$ cat src/logic/gcsu_defines.vh
// constants and rule summary for the gauge control subcommand unit
// Behaviour
// control command followed by two-byte subcommand
// sealed refuses 0x15, 0x20, 0x21, 0x41
// 0x0000 returns status word
// status high byte bit layout
// status low byte bit layout
// counter calibration about one minute after init
// init, done, failed need battery present
// hibernate and constant-power reset to zero
// 0x0001 returns device type code
// 0x0002 returns firmware version code
// 0x0007 returns previous code, above 9 gives 7; codes above 0x0014 are not recorded as previous code
// 0x0008 returns chemistry identifier
// measure subcommand only after init done
// measure at next tick, pulse 165 ms
// host cuts load within 8 ms
// measure while charge blocked sets failed
// 0x000D sets battery present when auto off
// 0x000E clears battery present when auto off
// auto detect uses thermistor when enabled
// 0x0011 sets hibernate, 0x0012 clears
// 0x0013 sets sleep-plus, 0x0014 clears
// 0x001F returns flash config version
// two transactions: command then data bytes
// hibernate bit clears on hibernate exit
// seal subcommand enters sealed state
// unknown or refused codes change nothing; unknown codes up to 0x0014 still become the previous code
`ifndef GCSU_DEFINES_VH
`define GCSU_DEFINES_VH
`define GCSU_I2C_ADDR        7'h55
`define GCSU_CMD_CTL_LO      8'h00
`define GCSU_CMD_CTL_HI      8'h01
`define GCSU_SC_STATUS       16'h0000
`define GCSU_SC_DEVTYPE      16'h0001
`define GCSU_SC_FWREV        16'h0002
`define GCSU_SC_LAST         16'h0007
`define GCSU_SC_CHEM         16'h0008
`define GCSU_SC_LAST_MAX     16'h0009
`define GCSU_SC_MEASURE      16'h000C
`define GCSU_SC_BAT_IN       16'h000D
`define GCSU_SC_BAT_OUT      16'h000E
`define GCSU_SC_HIB_SET      16'h0011
`define GCSU_SC_HIB_CLR      16'h0012
`define GCSU_SC_SLP_SET      16'h0013
`define GCSU_SC_SLP_CLR      16'h0014
`define GCSU_SC_FACTORY      16'h0015
`define GCSU_SC_FLASHREV     16'h001F
`define GCSU_SC_SEAL         16'h0020
`define GCSU_SC_ALGO_EN      16'h0021
`define GCSU_SC_FULL_RESET   16'h0041
`define GCSU_ST_FULL_LOCK    14
`define GCSU_ST_SS           13
`define GCSU_ST_CAL          11
`define GCSU_ST_BOARD_CAL    10
`define GCSU_ST_MDONE        9
`define GCSU_ST_MFAIL        8
`define GCSU_ST_INIT         7
`define GCSU_ST_HIB          6
`define GCSU_ST_SLP_PLUS     5
`define GCSU_ST_SLEEP        4
`define GCSU_ST_CPWR         3
`define GCSU_ST_RUPDIS       2
`define GCSU_ST_VVALID       1
`define GCSU_ST_QUPD         0
`define GCSU_CLK_HZ          100000000
`define GCSU_TICK_MS         1000
`define GCSU_PULSE_MS        165
`define GCSU_CAL_DELAY_S     60
`define GCSU_CAL_LEN_S       1
`define GCSU_TICK_CYC        ((`GCSU_CLK_HZ / 1000) * `GCSU_TICK_MS)
`define GCSU_PULSE_CYC       ((`GCSU_CLK_HZ / 1000) * `GCSU_PULSE_MS)
`endif

$ cat src/logic/gcsu_sync.v
// two-flop synchroniser with edge detection after the second flop
`timescale 1ns/1ps
module gcsu_sync (
    // clock and reset
    input  wire clk,
    input  wire reset,
    // async input
    input  wire din,
    // synchronised outputs
    output reg  dout,
    output wire rise,
    output wire fall
);
    reg meta_r;
    reg last_r;
    always @(posedge clk) begin
        if (reset) begin
            meta_r <= 1'b1;
            dout   <= 1'b1;
            last_r <= 1'b1;
        end else begin
            meta_r <= din;
            dout   <= meta_r;
            last_r <= dout;
        end
    end
    assign rise = dout & ~last_r;
    assign fall = ~dout & last_r;
endmodule

$ cat src/logic/gcsu_tick.v
// free-running divider producing a one-cycle tick
`timescale 1ns/1ps
module gcsu_tick #(
    parameter PERIOD = 100000000
) (
    // clock and reset
    input  wire clk,
    input  wire reset,
    // tick pulse
    output reg  tick
);
    reg [31:0] cnt_r;
    always @(posedge clk) begin
        if (reset) begin
            cnt_r <= 32'h0;
            tick  <= 1'b0;
        end else if (cnt_r == PERIOD - 1) begin
            cnt_r <= 32'h0;
            tick  <= 1'b1;
        end else begin
            cnt_r <= cnt_r + 32'h1;
            tick  <= 1'b0;
        end
    end
endmodule

$ cat src/logic/gcsu_top.v
// control subcommand unit with i2c slave front end
`timescale 1ns/1ps
`include "gcsu_defines.vh"
module gcsu_top #(
    parameter TICK_CYC   = `GCSU_TICK_CYC,
    parameter PULSE_CYC  = `GCSU_PULSE_CYC,
    parameter CAL_DELAY  = `GCSU_CAL_DELAY_S,
    parameter [15:0] DEV_TYPE  = 16'h1234,
    parameter [15:0] FW_REV    = 16'h0100,
    parameter [15:0] CHEM_CODE = 16'h0000,
    parameter [15:0] FLASH_REV = 16'h0000
) (
    // clock and reset
    input  wire        clk,
    input  wire        reset,
    // serial link pins
    input  wire        scl_in,
    input  wire        sda_in,
    output reg         sda_oe_n,
    // gauge side inputs
    input  wire        auto_insert_detect_en,
    input  wire        thermistor_present,
    input  wire        charge_blocked_flag,
    input  wire        hibernate_exit,
    input  wire        sleep_mode_in,
    input  wire        board_cal_in,
    input  wire        constant_power_in,
    input  wire        resistance_update_off_in,
    // outputs
    output reg         soc_int,
    output reg         battery_present_flag,
    output reg  [15:0] gauge_status_word,
    output reg         factory_restore_pulse,
    output reg         full_reset_pulse
);
    // arbitrary identity values above
    localparam S_IDLE = 3'h0;
    localparam S_ADDR = 3'h1;
    localparam S_ACK  = 3'h2;
    localparam S_RX   = 3'h3;
    localparam S_TX   = 3'h4;
    localparam S_TACK = 3'h5;
    localparam S_SKIP = 3'h6;

    wire scl_s, scl_rise, scl_fall;
    wire sda_s, sda_rise, sda_fall;
    wire tick;

    gcsu_sync u_scl (.clk(clk), .reset(reset), .din(scl_in), .dout(scl_s), .rise(scl_rise), .fall(scl_fall));
    gcsu_sync u_sda (.clk(clk), .reset(reset), .din(sda_in), .dout(sda_s), .rise(sda_rise), .fall(sda_fall));
    gcsu_tick #(.PERIOD(TICK_CYC)) u_tick (.clk(clk), .reset(reset), .tick(tick));

    wire start_c = scl_s & sda_fall;
    wire stop_c  = scl_s & sda_rise;

    reg  [2:0]  st_r;
    reg  [3:0]  bit_r;
    reg  [7:0]  sh_r;
    reg         rw_r;
    reg         first_r;
    reg  [7:0]  ptr_r;
    reg  [15:0] wdata_r;
    reg         lo_got_r;
    reg         sc_go_r;
    reg  [15:0] sc_r;
    reg  [15:0] resp_r;
    reg  [15:0] last_sc_r;
    reg         sealed_r;
    reg         full_lock_r;
    reg         hib_r;
    reg         slp_plus_r;
    reg         init_r;
    reg         mdone_r;
    reg         mfail_r;
    reg         vvalid_r;
    reg         qupd_r;
    reg         cal_r;
    reg  [6:0]  sec_r;
    reg         meas_pend_r;
    reg  [31:0] pulse_r;

    function restricted;
        input [15:0] c;
        begin
            restricted = (c == `GCSU_SC_FACTORY) || (c == `GCSU_SC_SEAL) ||
                         (c == `GCSU_SC_ALGO_EN) || (c == `GCSU_SC_FULL_RESET);
        end
    endfunction

    function [7:0] tx_byte;
        input [7:0]  p;
        input [15:0] w;
        begin
            if (p == `GCSU_CMD_CTL_LO)
                tx_byte = w[7:0];
            else if (p == `GCSU_CMD_CTL_HI)
                tx_byte = w[15:8];
            else
                tx_byte = 8'h00;
        end
    endfunction

    wire [7:0]  tx_w = tx_byte(ptr_r, resp_r);

    // i2c slave: command byte then data bytes, two transactions
    always @(posedge clk) begin
        if (reset) begin
            st_r     <= S_IDLE;
            bit_r    <= 4'h0;
            sh_r     <= 8'h00;
            rw_r     <= 1'b0;
            first_r  <= 1'b0;
            ptr_r    <= 8'h00;
            wdata_r  <= 16'h0000;
            lo_got_r <= 1'b0;
            sc_go_r  <= 1'b0;
            sda_oe_n <= 1'b1;
        end else begin
            sc_go_r <= 1'b0;
            if (start_c) begin
                st_r     <= S_ADDR;
                bit_r    <= 4'h0;
                sda_oe_n <= 1'b1;
            end else if (stop_c) begin
                st_r     <= S_IDLE;
                sda_oe_n <= 1'b1;
            end else begin
                case (st_r)
                    S_ADDR, S_RX: begin
                        if (scl_rise) begin
                            sh_r  <= {sh_r[6:0], sda_s};
                            bit_r <= bit_r + 4'h1;
                        end
                        if (scl_fall && bit_r == 4'h8) begin
                            bit_r <= 4'h0;
                            if (st_r == S_ADDR) begin
                                if (sh_r[7:1] == `GCSU_I2C_ADDR) begin
                                    rw_r     <= sh_r[0];
                                    first_r  <= 1'b1;
                                    sda_oe_n <= 1'b0;
                                    st_r     <= S_ACK;
                                end else begin
                                    st_r <= S_SKIP;
                                end
                            end else begin
                                sda_oe_n <= 1'b0;
                                st_r     <= S_ACK;
                                if (first_r) begin
                                    ptr_r   <= sh_r;
                                    first_r <= 1'b0;
                                end else begin
                                    ptr_r <= ptr_r + 8'h01;
                                    if (ptr_r == `GCSU_CMD_CTL_LO) begin
                                        wdata_r[7:0] <= sh_r;
                                        lo_got_r     <= 1'b1;
                                    end else if (ptr_r == `GCSU_CMD_CTL_HI && lo_got_r) begin
                                        wdata_r[15:8] <= sh_r;
                                        lo_got_r      <= 1'b0;
                                        sc_go_r       <= 1'b1;
                                    end
                                end
                            end
                        end
                    end
                    S_ACK: begin
                        if (scl_fall) begin
                            if (rw_r) begin
                                sh_r     <= tx_w;
                                sda_oe_n <= tx_w[7];
                                st_r     <= S_TX;
                            end else begin
                                sda_oe_n <= 1'b1;
                                st_r     <= S_RX;
                            end
                        end
                    end
                    S_TX: begin
                        if (scl_fall) begin
                            bit_r <= bit_r + 4'h1;
                            if (bit_r == 4'h7) begin
                                sda_oe_n <= 1'b1;
                                bit_r    <= 4'h0;
                                ptr_r    <= ptr_r + 8'h01;
                                st_r     <= S_TACK;
                            end else begin
                                sh_r     <= {sh_r[6:0], 1'b0};
                                sda_oe_n <= sh_r[6];
                            end
                        end
                    end
                    S_TACK: begin
                        if (scl_rise) begin
                            st_r <= sda_s ? S_SKIP : S_ACK;
                            first_r <= 1'b0;
                        end
                    end
                    default: begin
                        sda_oe_n <= 1'b1;
                    end
                endcase
            end
        end
    end

    // subcommand decode and status keeping
    always @(posedge clk) begin
        if (reset) begin
            resp_r       <= 16'h0000;
            last_sc_r    <= 16'h0000;
            sealed_r     <= 1'b0;
            full_lock_r  <= 1'b0;
            hib_r        <= 1'b0;
            slp_plus_r   <= 1'b0;
            init_r       <= 1'b0;
            mdone_r      <= 1'b0;
            mfail_r      <= 1'b0;
            vvalid_r     <= 1'b0;
            qupd_r       <= 1'b0;
            cal_r        <= 1'b0;
            sec_r        <= 7'h00;
            meas_pend_r  <= 1'b0;
            pulse_r      <= 32'h0;
            soc_int      <= 1'b0;
            battery_present_flag  <= 1'b0;
            factory_restore_pulse <= 1'b0;
            full_reset_pulse      <= 1'b0;
            gauge_status_word     <= 16'h0000;
        end else begin
            factory_restore_pulse <= 1'b0;
            full_reset_pulse      <= 1'b0;
            if (auto_insert_detect_en)
                battery_present_flag <= thermistor_present;
            if (!battery_present_flag) begin
                init_r  <= 1'b0;
                mdone_r <= 1'b0;
                mfail_r <= 1'b0;
            end else if (tick) begin
                init_r <= 1'b1;
            end
            if (hibernate_exit)
                hib_r <= 1'b0;
            // calibration about one minute after init
            if (!init_r) begin
                sec_r <= 7'h00;
                cal_r <= 1'b0;
            end else if (tick) begin
                if (sec_r == CAL_DELAY) begin
                    cal_r <= 1'b1;
                    sec_r <= 7'h00;
                end else begin
                    cal_r <= 1'b0;
                    sec_r <= sec_r + 7'h01;
                end
            end
            // measurement window
            if (meas_pend_r && tick) begin
                meas_pend_r <= 1'b0;
                soc_int     <= 1'b1;
                pulse_r     <= PULSE_CYC - 1;
            end else if (soc_int) begin
                if (pulse_r == 32'h0) begin
                    soc_int <= 1'b0;
                    if (battery_present_flag)
                        mdone_r <= 1'b1;
                end else begin
                    pulse_r <= pulse_r - 32'h1;
                end
            end
            if (sc_go_r && !(sealed_r && restricted(wdata_r))) begin
                if (wdata_r <= `GCSU_SC_SLP_CLR)
                    last_sc_r <= wdata_r;
                if (wdata_r == `GCSU_SC_STATUS)
                    resp_r <= gauge_status_word;
                else if (wdata_r == `GCSU_SC_DEVTYPE)
                    resp_r <= DEV_TYPE;
                else if (wdata_r == `GCSU_SC_FWREV)
                    resp_r <= FW_REV;
                else if (wdata_r == `GCSU_SC_LAST)
                    resp_r <= (last_sc_r > `GCSU_SC_LAST_MAX) ? `GCSU_SC_LAST : last_sc_r;
                else if (wdata_r == `GCSU_SC_CHEM)
                    resp_r <= CHEM_CODE;
                else if (wdata_r == `GCSU_SC_FLASHREV)
                    resp_r <= FLASH_REV;
                else if (wdata_r == `GCSU_SC_MEASURE) begin
                    if (charge_blocked_flag && battery_present_flag)
                        mfail_r <= 1'b1;
                    else if (init_r && !soc_int) begin
                        meas_pend_r <= 1'b1;
                        mdone_r     <= 1'b0;
                        mfail_r     <= 1'b0;
                    end
                end else if (wdata_r == `GCSU_SC_BAT_IN) begin
                    if (!auto_insert_detect_en)
                        battery_present_flag <= 1'b1;
                end else if (wdata_r == `GCSU_SC_BAT_OUT) begin
                    if (!auto_insert_detect_en)
                        battery_present_flag <= 1'b0;
                end else if (wdata_r == `GCSU_SC_HIB_SET)
                    hib_r <= 1'b1;
                else if (wdata_r == `GCSU_SC_HIB_CLR)
                    hib_r <= 1'b0;
                else if (wdata_r == `GCSU_SC_SLP_SET)
                    slp_plus_r <= 1'b1;
                else if (wdata_r == `GCSU_SC_SLP_CLR)
                    slp_plus_r <= 1'b0;
                else if (wdata_r == `GCSU_SC_FACTORY)
                    factory_restore_pulse <= 1'b1;
                else if (wdata_r == `GCSU_SC_SEAL) begin
                    sealed_r <= 1'b1;
                    full_lock_r <= 1'b1;
                end else if (wdata_r == `GCSU_SC_ALGO_EN) begin
                    vvalid_r <= 1'b1;
                    qupd_r   <= 1'b1;
                end else if (wdata_r == `GCSU_SC_FULL_RESET)
                    full_reset_pulse <= 1'b1;
            end
            gauge_status_word <= {1'b0, full_lock_r, sealed_r, 1'b0, cal_r, board_cal_in, mdone_r, mfail_r,
                                  init_r, hib_r, slp_plus_r, sleep_mode_in, constant_power_in,
                                  resistance_update_off_in, vvalid_r, qupd_r};
        end
    end
endmodule

$ cat config.mk
export PLATFORM = sky130hd
export DESIGN_NAME = gcsu_top
export DESIGN_NICKNAME = d
export VERILOG_FILES = /design/src/logic/gcsu_sync.v /design/src/logic/gcsu_tick.v /design/src/logic/gcsu_top.v
export VERILOG_INCLUDE_DIRS = /design/src /design/src/logic
export SDC_FILE = /design/constraint.sdc
export NUM_CORES = 1
export LEC_CHECK = 0
export ABC_AREA = 1
export ABC_CLOCK_PERIOD_IN_PS = 2400
export BUFFER_PORTS_ARGS = -buffer_cell sky130_fd_sc_hd__clkbuf_2
export CORE_MARGIN = 3
export CORE_UTILIZATION = 35
export CTS_CLUSTER_DIAMETER = 80
export CTS_CLUSTER_SIZE = 16
export DETAILED_ROUTE_END_ITERATION = 7
export PLACE_DENSITY = 0.58
export SLEW_MARGIN = 25
export SYNTH_ARGS = -nofsm -noshare
export SYNTH_HDL_FRONTEND = slang
export SYNTH_SLANG_ARGS = --single-unit
$ cat constraint.sdc
create_clock -name clk -period 2.4 [get_ports clk]
set_clock_uncertainty 0.05 [all_clocks]
set_input_delay 0.24 -clock clk [delete_from_list [all_inputs] [get_ports clk]]
set_output_delay 0.24 -clock clk [all_outputs]
set_load 0.02 [all_outputs]
==> impl_metrics.env <==
export IMPL_grt_first_pass_wirelength_mm=40.1
export IMPL_crit_arrival_ps=2450
export IMPL_grtUsageTotal_pct=16.9
export IMPL_syn_avg_cell_area_um2=6.64
export IMPL_status="finished clean"
export IMPL_htree_levels=4
export IMPL_drc=0
export IMPL_p_clk_share_pct=35.8
export IMPL_syn_inst=1402
export IMPL_reg2reg_slack_ps=270
export IMPL_tns_ps=0
export IMPL_cts_buffer_depth=2
export IMPL_cap_violations=0
export IMPL_num_antenna_cells=0
export IMPL_slew_violations=0
export IMPL_final_layout_size_suffix_gt1_share_pct=9.35
export IMPL_syn_area_um2=9310
export IMPL_wl_per_cell_um=13.3
export IMPL_synth_top_area_share_pct=38.5
export IMPL_syn_to_final_growth_pct=12.2
export IMPL_ff2ff_path_depth=9
export IMPL_fin_util_pct=40.0
export IMPL_hold_end="gauge_status_word[10]"
export IMPL_async_flop_share_pct=0
export IMPL_worst_r2r_endpoint="wdata_r[15]"
export IMPL_p_leak_nw=4.53
export IMPL_cp_top_family="simple AND/OR/NAND/NOR gates"
export IMPL_design_final_nets=1453
export IMPL_core_area_um2=26100
export IMPL_multiInputGateArea_um2=4820
export IMPL_share_comb_of_total_power_pct=23.0
export IMPL_ys_types=39
export IMPL_hold_depth=3
export IMPL_cts_tree="yes"
export IMPL_cpMaxStageDelayCell="nor2_2"
export IMPL_die_area_um2=28600
export IMPL_tightest_slew_ps=627
export IMPL_ios=33
export IMPL_ys_top_cells_by_area="dfxtp_1, nand2_1, nor2_1"
export IMPL_vias=8564
export IMPL_timing_rr_start="ptr_r[0]"
export IMPL_port_buffers=30
export IMPL_cts_inserted_buffers=17
export IMPL_period_share_pct=88.8
export IMPL_rows=59
export IMPL_critical_path_class="flip-flop to flip-flop"
export IMPL_synth_most_common_cell="nand2_1"
export IMPL_synth_edf_count=0
export IMPL_postCtsResizedCells=0
export IMPL_wl_mm=23.7
export IMPL_antenna_left=0
export IMPL_insertion_delay_ps=430
export IMPL_cp_start_kind="flip-flop"
export IMPL_power_internal_mw=5.31
export IMPL_root_buffer="clkbuf_16"
export IMPL_synth_seq_cells=179
export IMPL_register_area_um2=3580
export IMPL_slew_headroom_pct=58.1
export IMPL_setup_viol=0
export IMPL_yosys_top_cells_count="nand2_1, nor2_1, dfxtp_1"
export IMPL_antenna_found_initial=0
export IMPL_fin_cells=1779
export IMPL_dp_cells=1742
export IMPL_power_density_nw_per_um2=769
export IMPL_yosysSeqAreaShare_pct=38.5
export IMPL_worst_hold_path_type="primary input to flip-flop"
export IMPL_hold_violations=0
export IMPL_die_x_um=169
export IMPL_rsz0062_at_grt="false"
export IMPL_clk_pin_slew_ps=70
export IMPL_hold_path_startpoint="board_cal_in"
export IMPL_worstSetupEndpointType="flip-flop"
export IMPL_ir_worst_vdd_mv=0.358
export IMPL_sw_frac_of_total_pct=33.9
export IMPL_grt_pass1_vias=7987
export IMPL_viasPerCell=4.81
export IMPL_fmax_mhz=469
export IMPL_grt_overflow_total=0
export IMPL_grt_max_degree=37
export IMPL_die_height_um=169
export IMPL_post_cts_setup_buffer_count=0
export IMPL_whs_ps=18.9
export IMPL_cts_sink_count=179
export IMPL_fillers=2794
export IMPL_yosys_most_used_dff="dfxtp_1"
export IMPL_path_buf_inv=2
export IMPL_seqPwrFrac_pct=41.2
export IMPL_dp_final_hpwl_mm=17.5
export IMPL_required_ps=2720
export IMPL_period_minus_slack_ps=2130
export IMPL_switching_power_mw=2.73
export IMPL_start_util_pct=35.6
export IMPL_path_max_fanout=16
export IMPL_yosysTopAreaCell="dfxtp_1"
export IMPL_cpPeakStageDelay_ps=430
export IMPL_drt_pass1_iterations=5
export IMPL_place_congestion=0.895
export IMPL_cp_cell_sequence="inv_1 -> ha_1 -> nand3_1 -> nor2_4 -> inv_1 -> nand3_1 -> nor2_2 -> o21ai_0 -> a21oi_1"
export IMPL_initialDrtViolationCount=489
export IMPL_synth_warnings=0
## placed cells by master, fill, tap and decap left out, types with 3 or more instances in the layout
cell           netlist  layout
nor3_2               4       4
or2_2               17      17
nand2_1            302     302
clkinv_4             0       5
xnor2_1             13      13
a21oi_1             98      98
nand3_1             86      86
nor4_1               5       5
nor2_4               6       6
a211oi_1             7       7
nand3_2              3       3
clkbuf_2             0      30
o21bai_1             4       4
dfxtp_1            179     179
inv_1              170     169
buf_4               12      17
nor3b_1              6       6
inv_6                0       3
o21ai_1              3       3
nor2_1             229     229
inv_2                7       8
o21ai_0             79      79
nor2_2              10      10
dlygate4sd3_1        0       5
nand2_2              4       4
ha_1                10      10
nand4_1             46      46
nor3_1              34      34
clkbuf_16            0      17
nand3b_1             4       4
xor2_1              18      18
## per-stage QoR
step | total power, mW | area, um^2 | setup slack, ps
after floorplan | 4.78 | 9320 | 666
after global routing | 8.51 | 10500 | 18.9
after CTS | 8.07 | 10500 | 250
final | 8.03 | 10500 | 269
after global placement | 5.18 | 9810 | 308
after detailed placement | 5.19 | 9810 | 265
## per-layer routing
metal	vias up	wire length, um	track usage [%]
met1	3826	12500	24.5
met5	-	0	0
met4	0	388	5.41
met2	150	10100	26.3
met3	25	740	2.24
li1	4563	-	-
## sequential cells by signal, summed over array words and instances (netlist names), 8 cells and up
register and cells:
wdata_r 16, gauge_status_word 12, u_tick.cnt_r 32, last_sc_r 16, ptr_r 8, resp_r 16, sh_r 8, pulse_r 32
## area by class of cell
type                    instances  area share (%)
inverters                     177            6.36
flip-flops and latches        179            34.3
well taps                     335            4.01
repair buffers                 54            3.52
clock buffers                  20            4.27
multi-input cells            1002            46.1
clock inverters                12            1.42
## what timing repair did
item | in CTS | in global routing
hold buffers | 5 | 0
setup endpoints to repair | 0 | 1
hold endpoints to repair | 5 | 0
## logic make-up (layout without fill, tap and decap cells)
logic type | after synthesis | after routing | synth area share, %
compound gates | 198 | 198 | 11.1
simple gates | 761 | 761 | 36.3
xor+xnor | 31 | 31 | 2.92
other cells | 1 | 2 | 0.0403
buf+inv | 222 | 263 | 9.79
flops | 179 | 179 | 38.5
fa+ha+maj | 10 | 10 | 1.34
## worst reg2reg max path: stages (launching register included)
cell     delay (ps)
dfxtp_1         380
inv_1            90
ha_1            200
nand3_1         150
nor2_4           80
inv_1           280
nand3_1         140
nor2_2          430
o21ai_0         140
a21oi_1         130
## power groups by stage
stage / clock (mW) / combinational (mW) / sequential [mW]
finish: 2.87 / 1.85 / 3.31
global route: 3.06 / 2.12 / 3.33
CTS: 2.93 / 1.84 / 3.31
detailed placement: 0 / 1.82 / 3.37
global placement: 0 / 1.81 / 3.37
floorplan: 0 / 1.44 / 3.34
## worst max-delay path by stage
| stage | startpoint | to | slack [ps] | depth (start not counted) |
|---|---|---|---|---|
| 6_report | ptr_r[0] | wdata_r[15] | 270 | 9 |
| 2_1_floorplan | pulse_r[0] | pulse_r[10] | 670 | 13 |
| 3_5_place_dp | ptr_r[0] | wdata_r[7] | 260 | 8 |
| 4_1_cts | ptr_r[0] | wdata_r[15] | 250 | 9 |
| 3_3_place_gp | ptr_r[0] | wdata_r[7] | 310 | 8 |
| 5_1_grt | ptr_r[0] | wdata_r[15] | 20 | 9 |
Note: power is estimated with default switching activity, not from simulation.
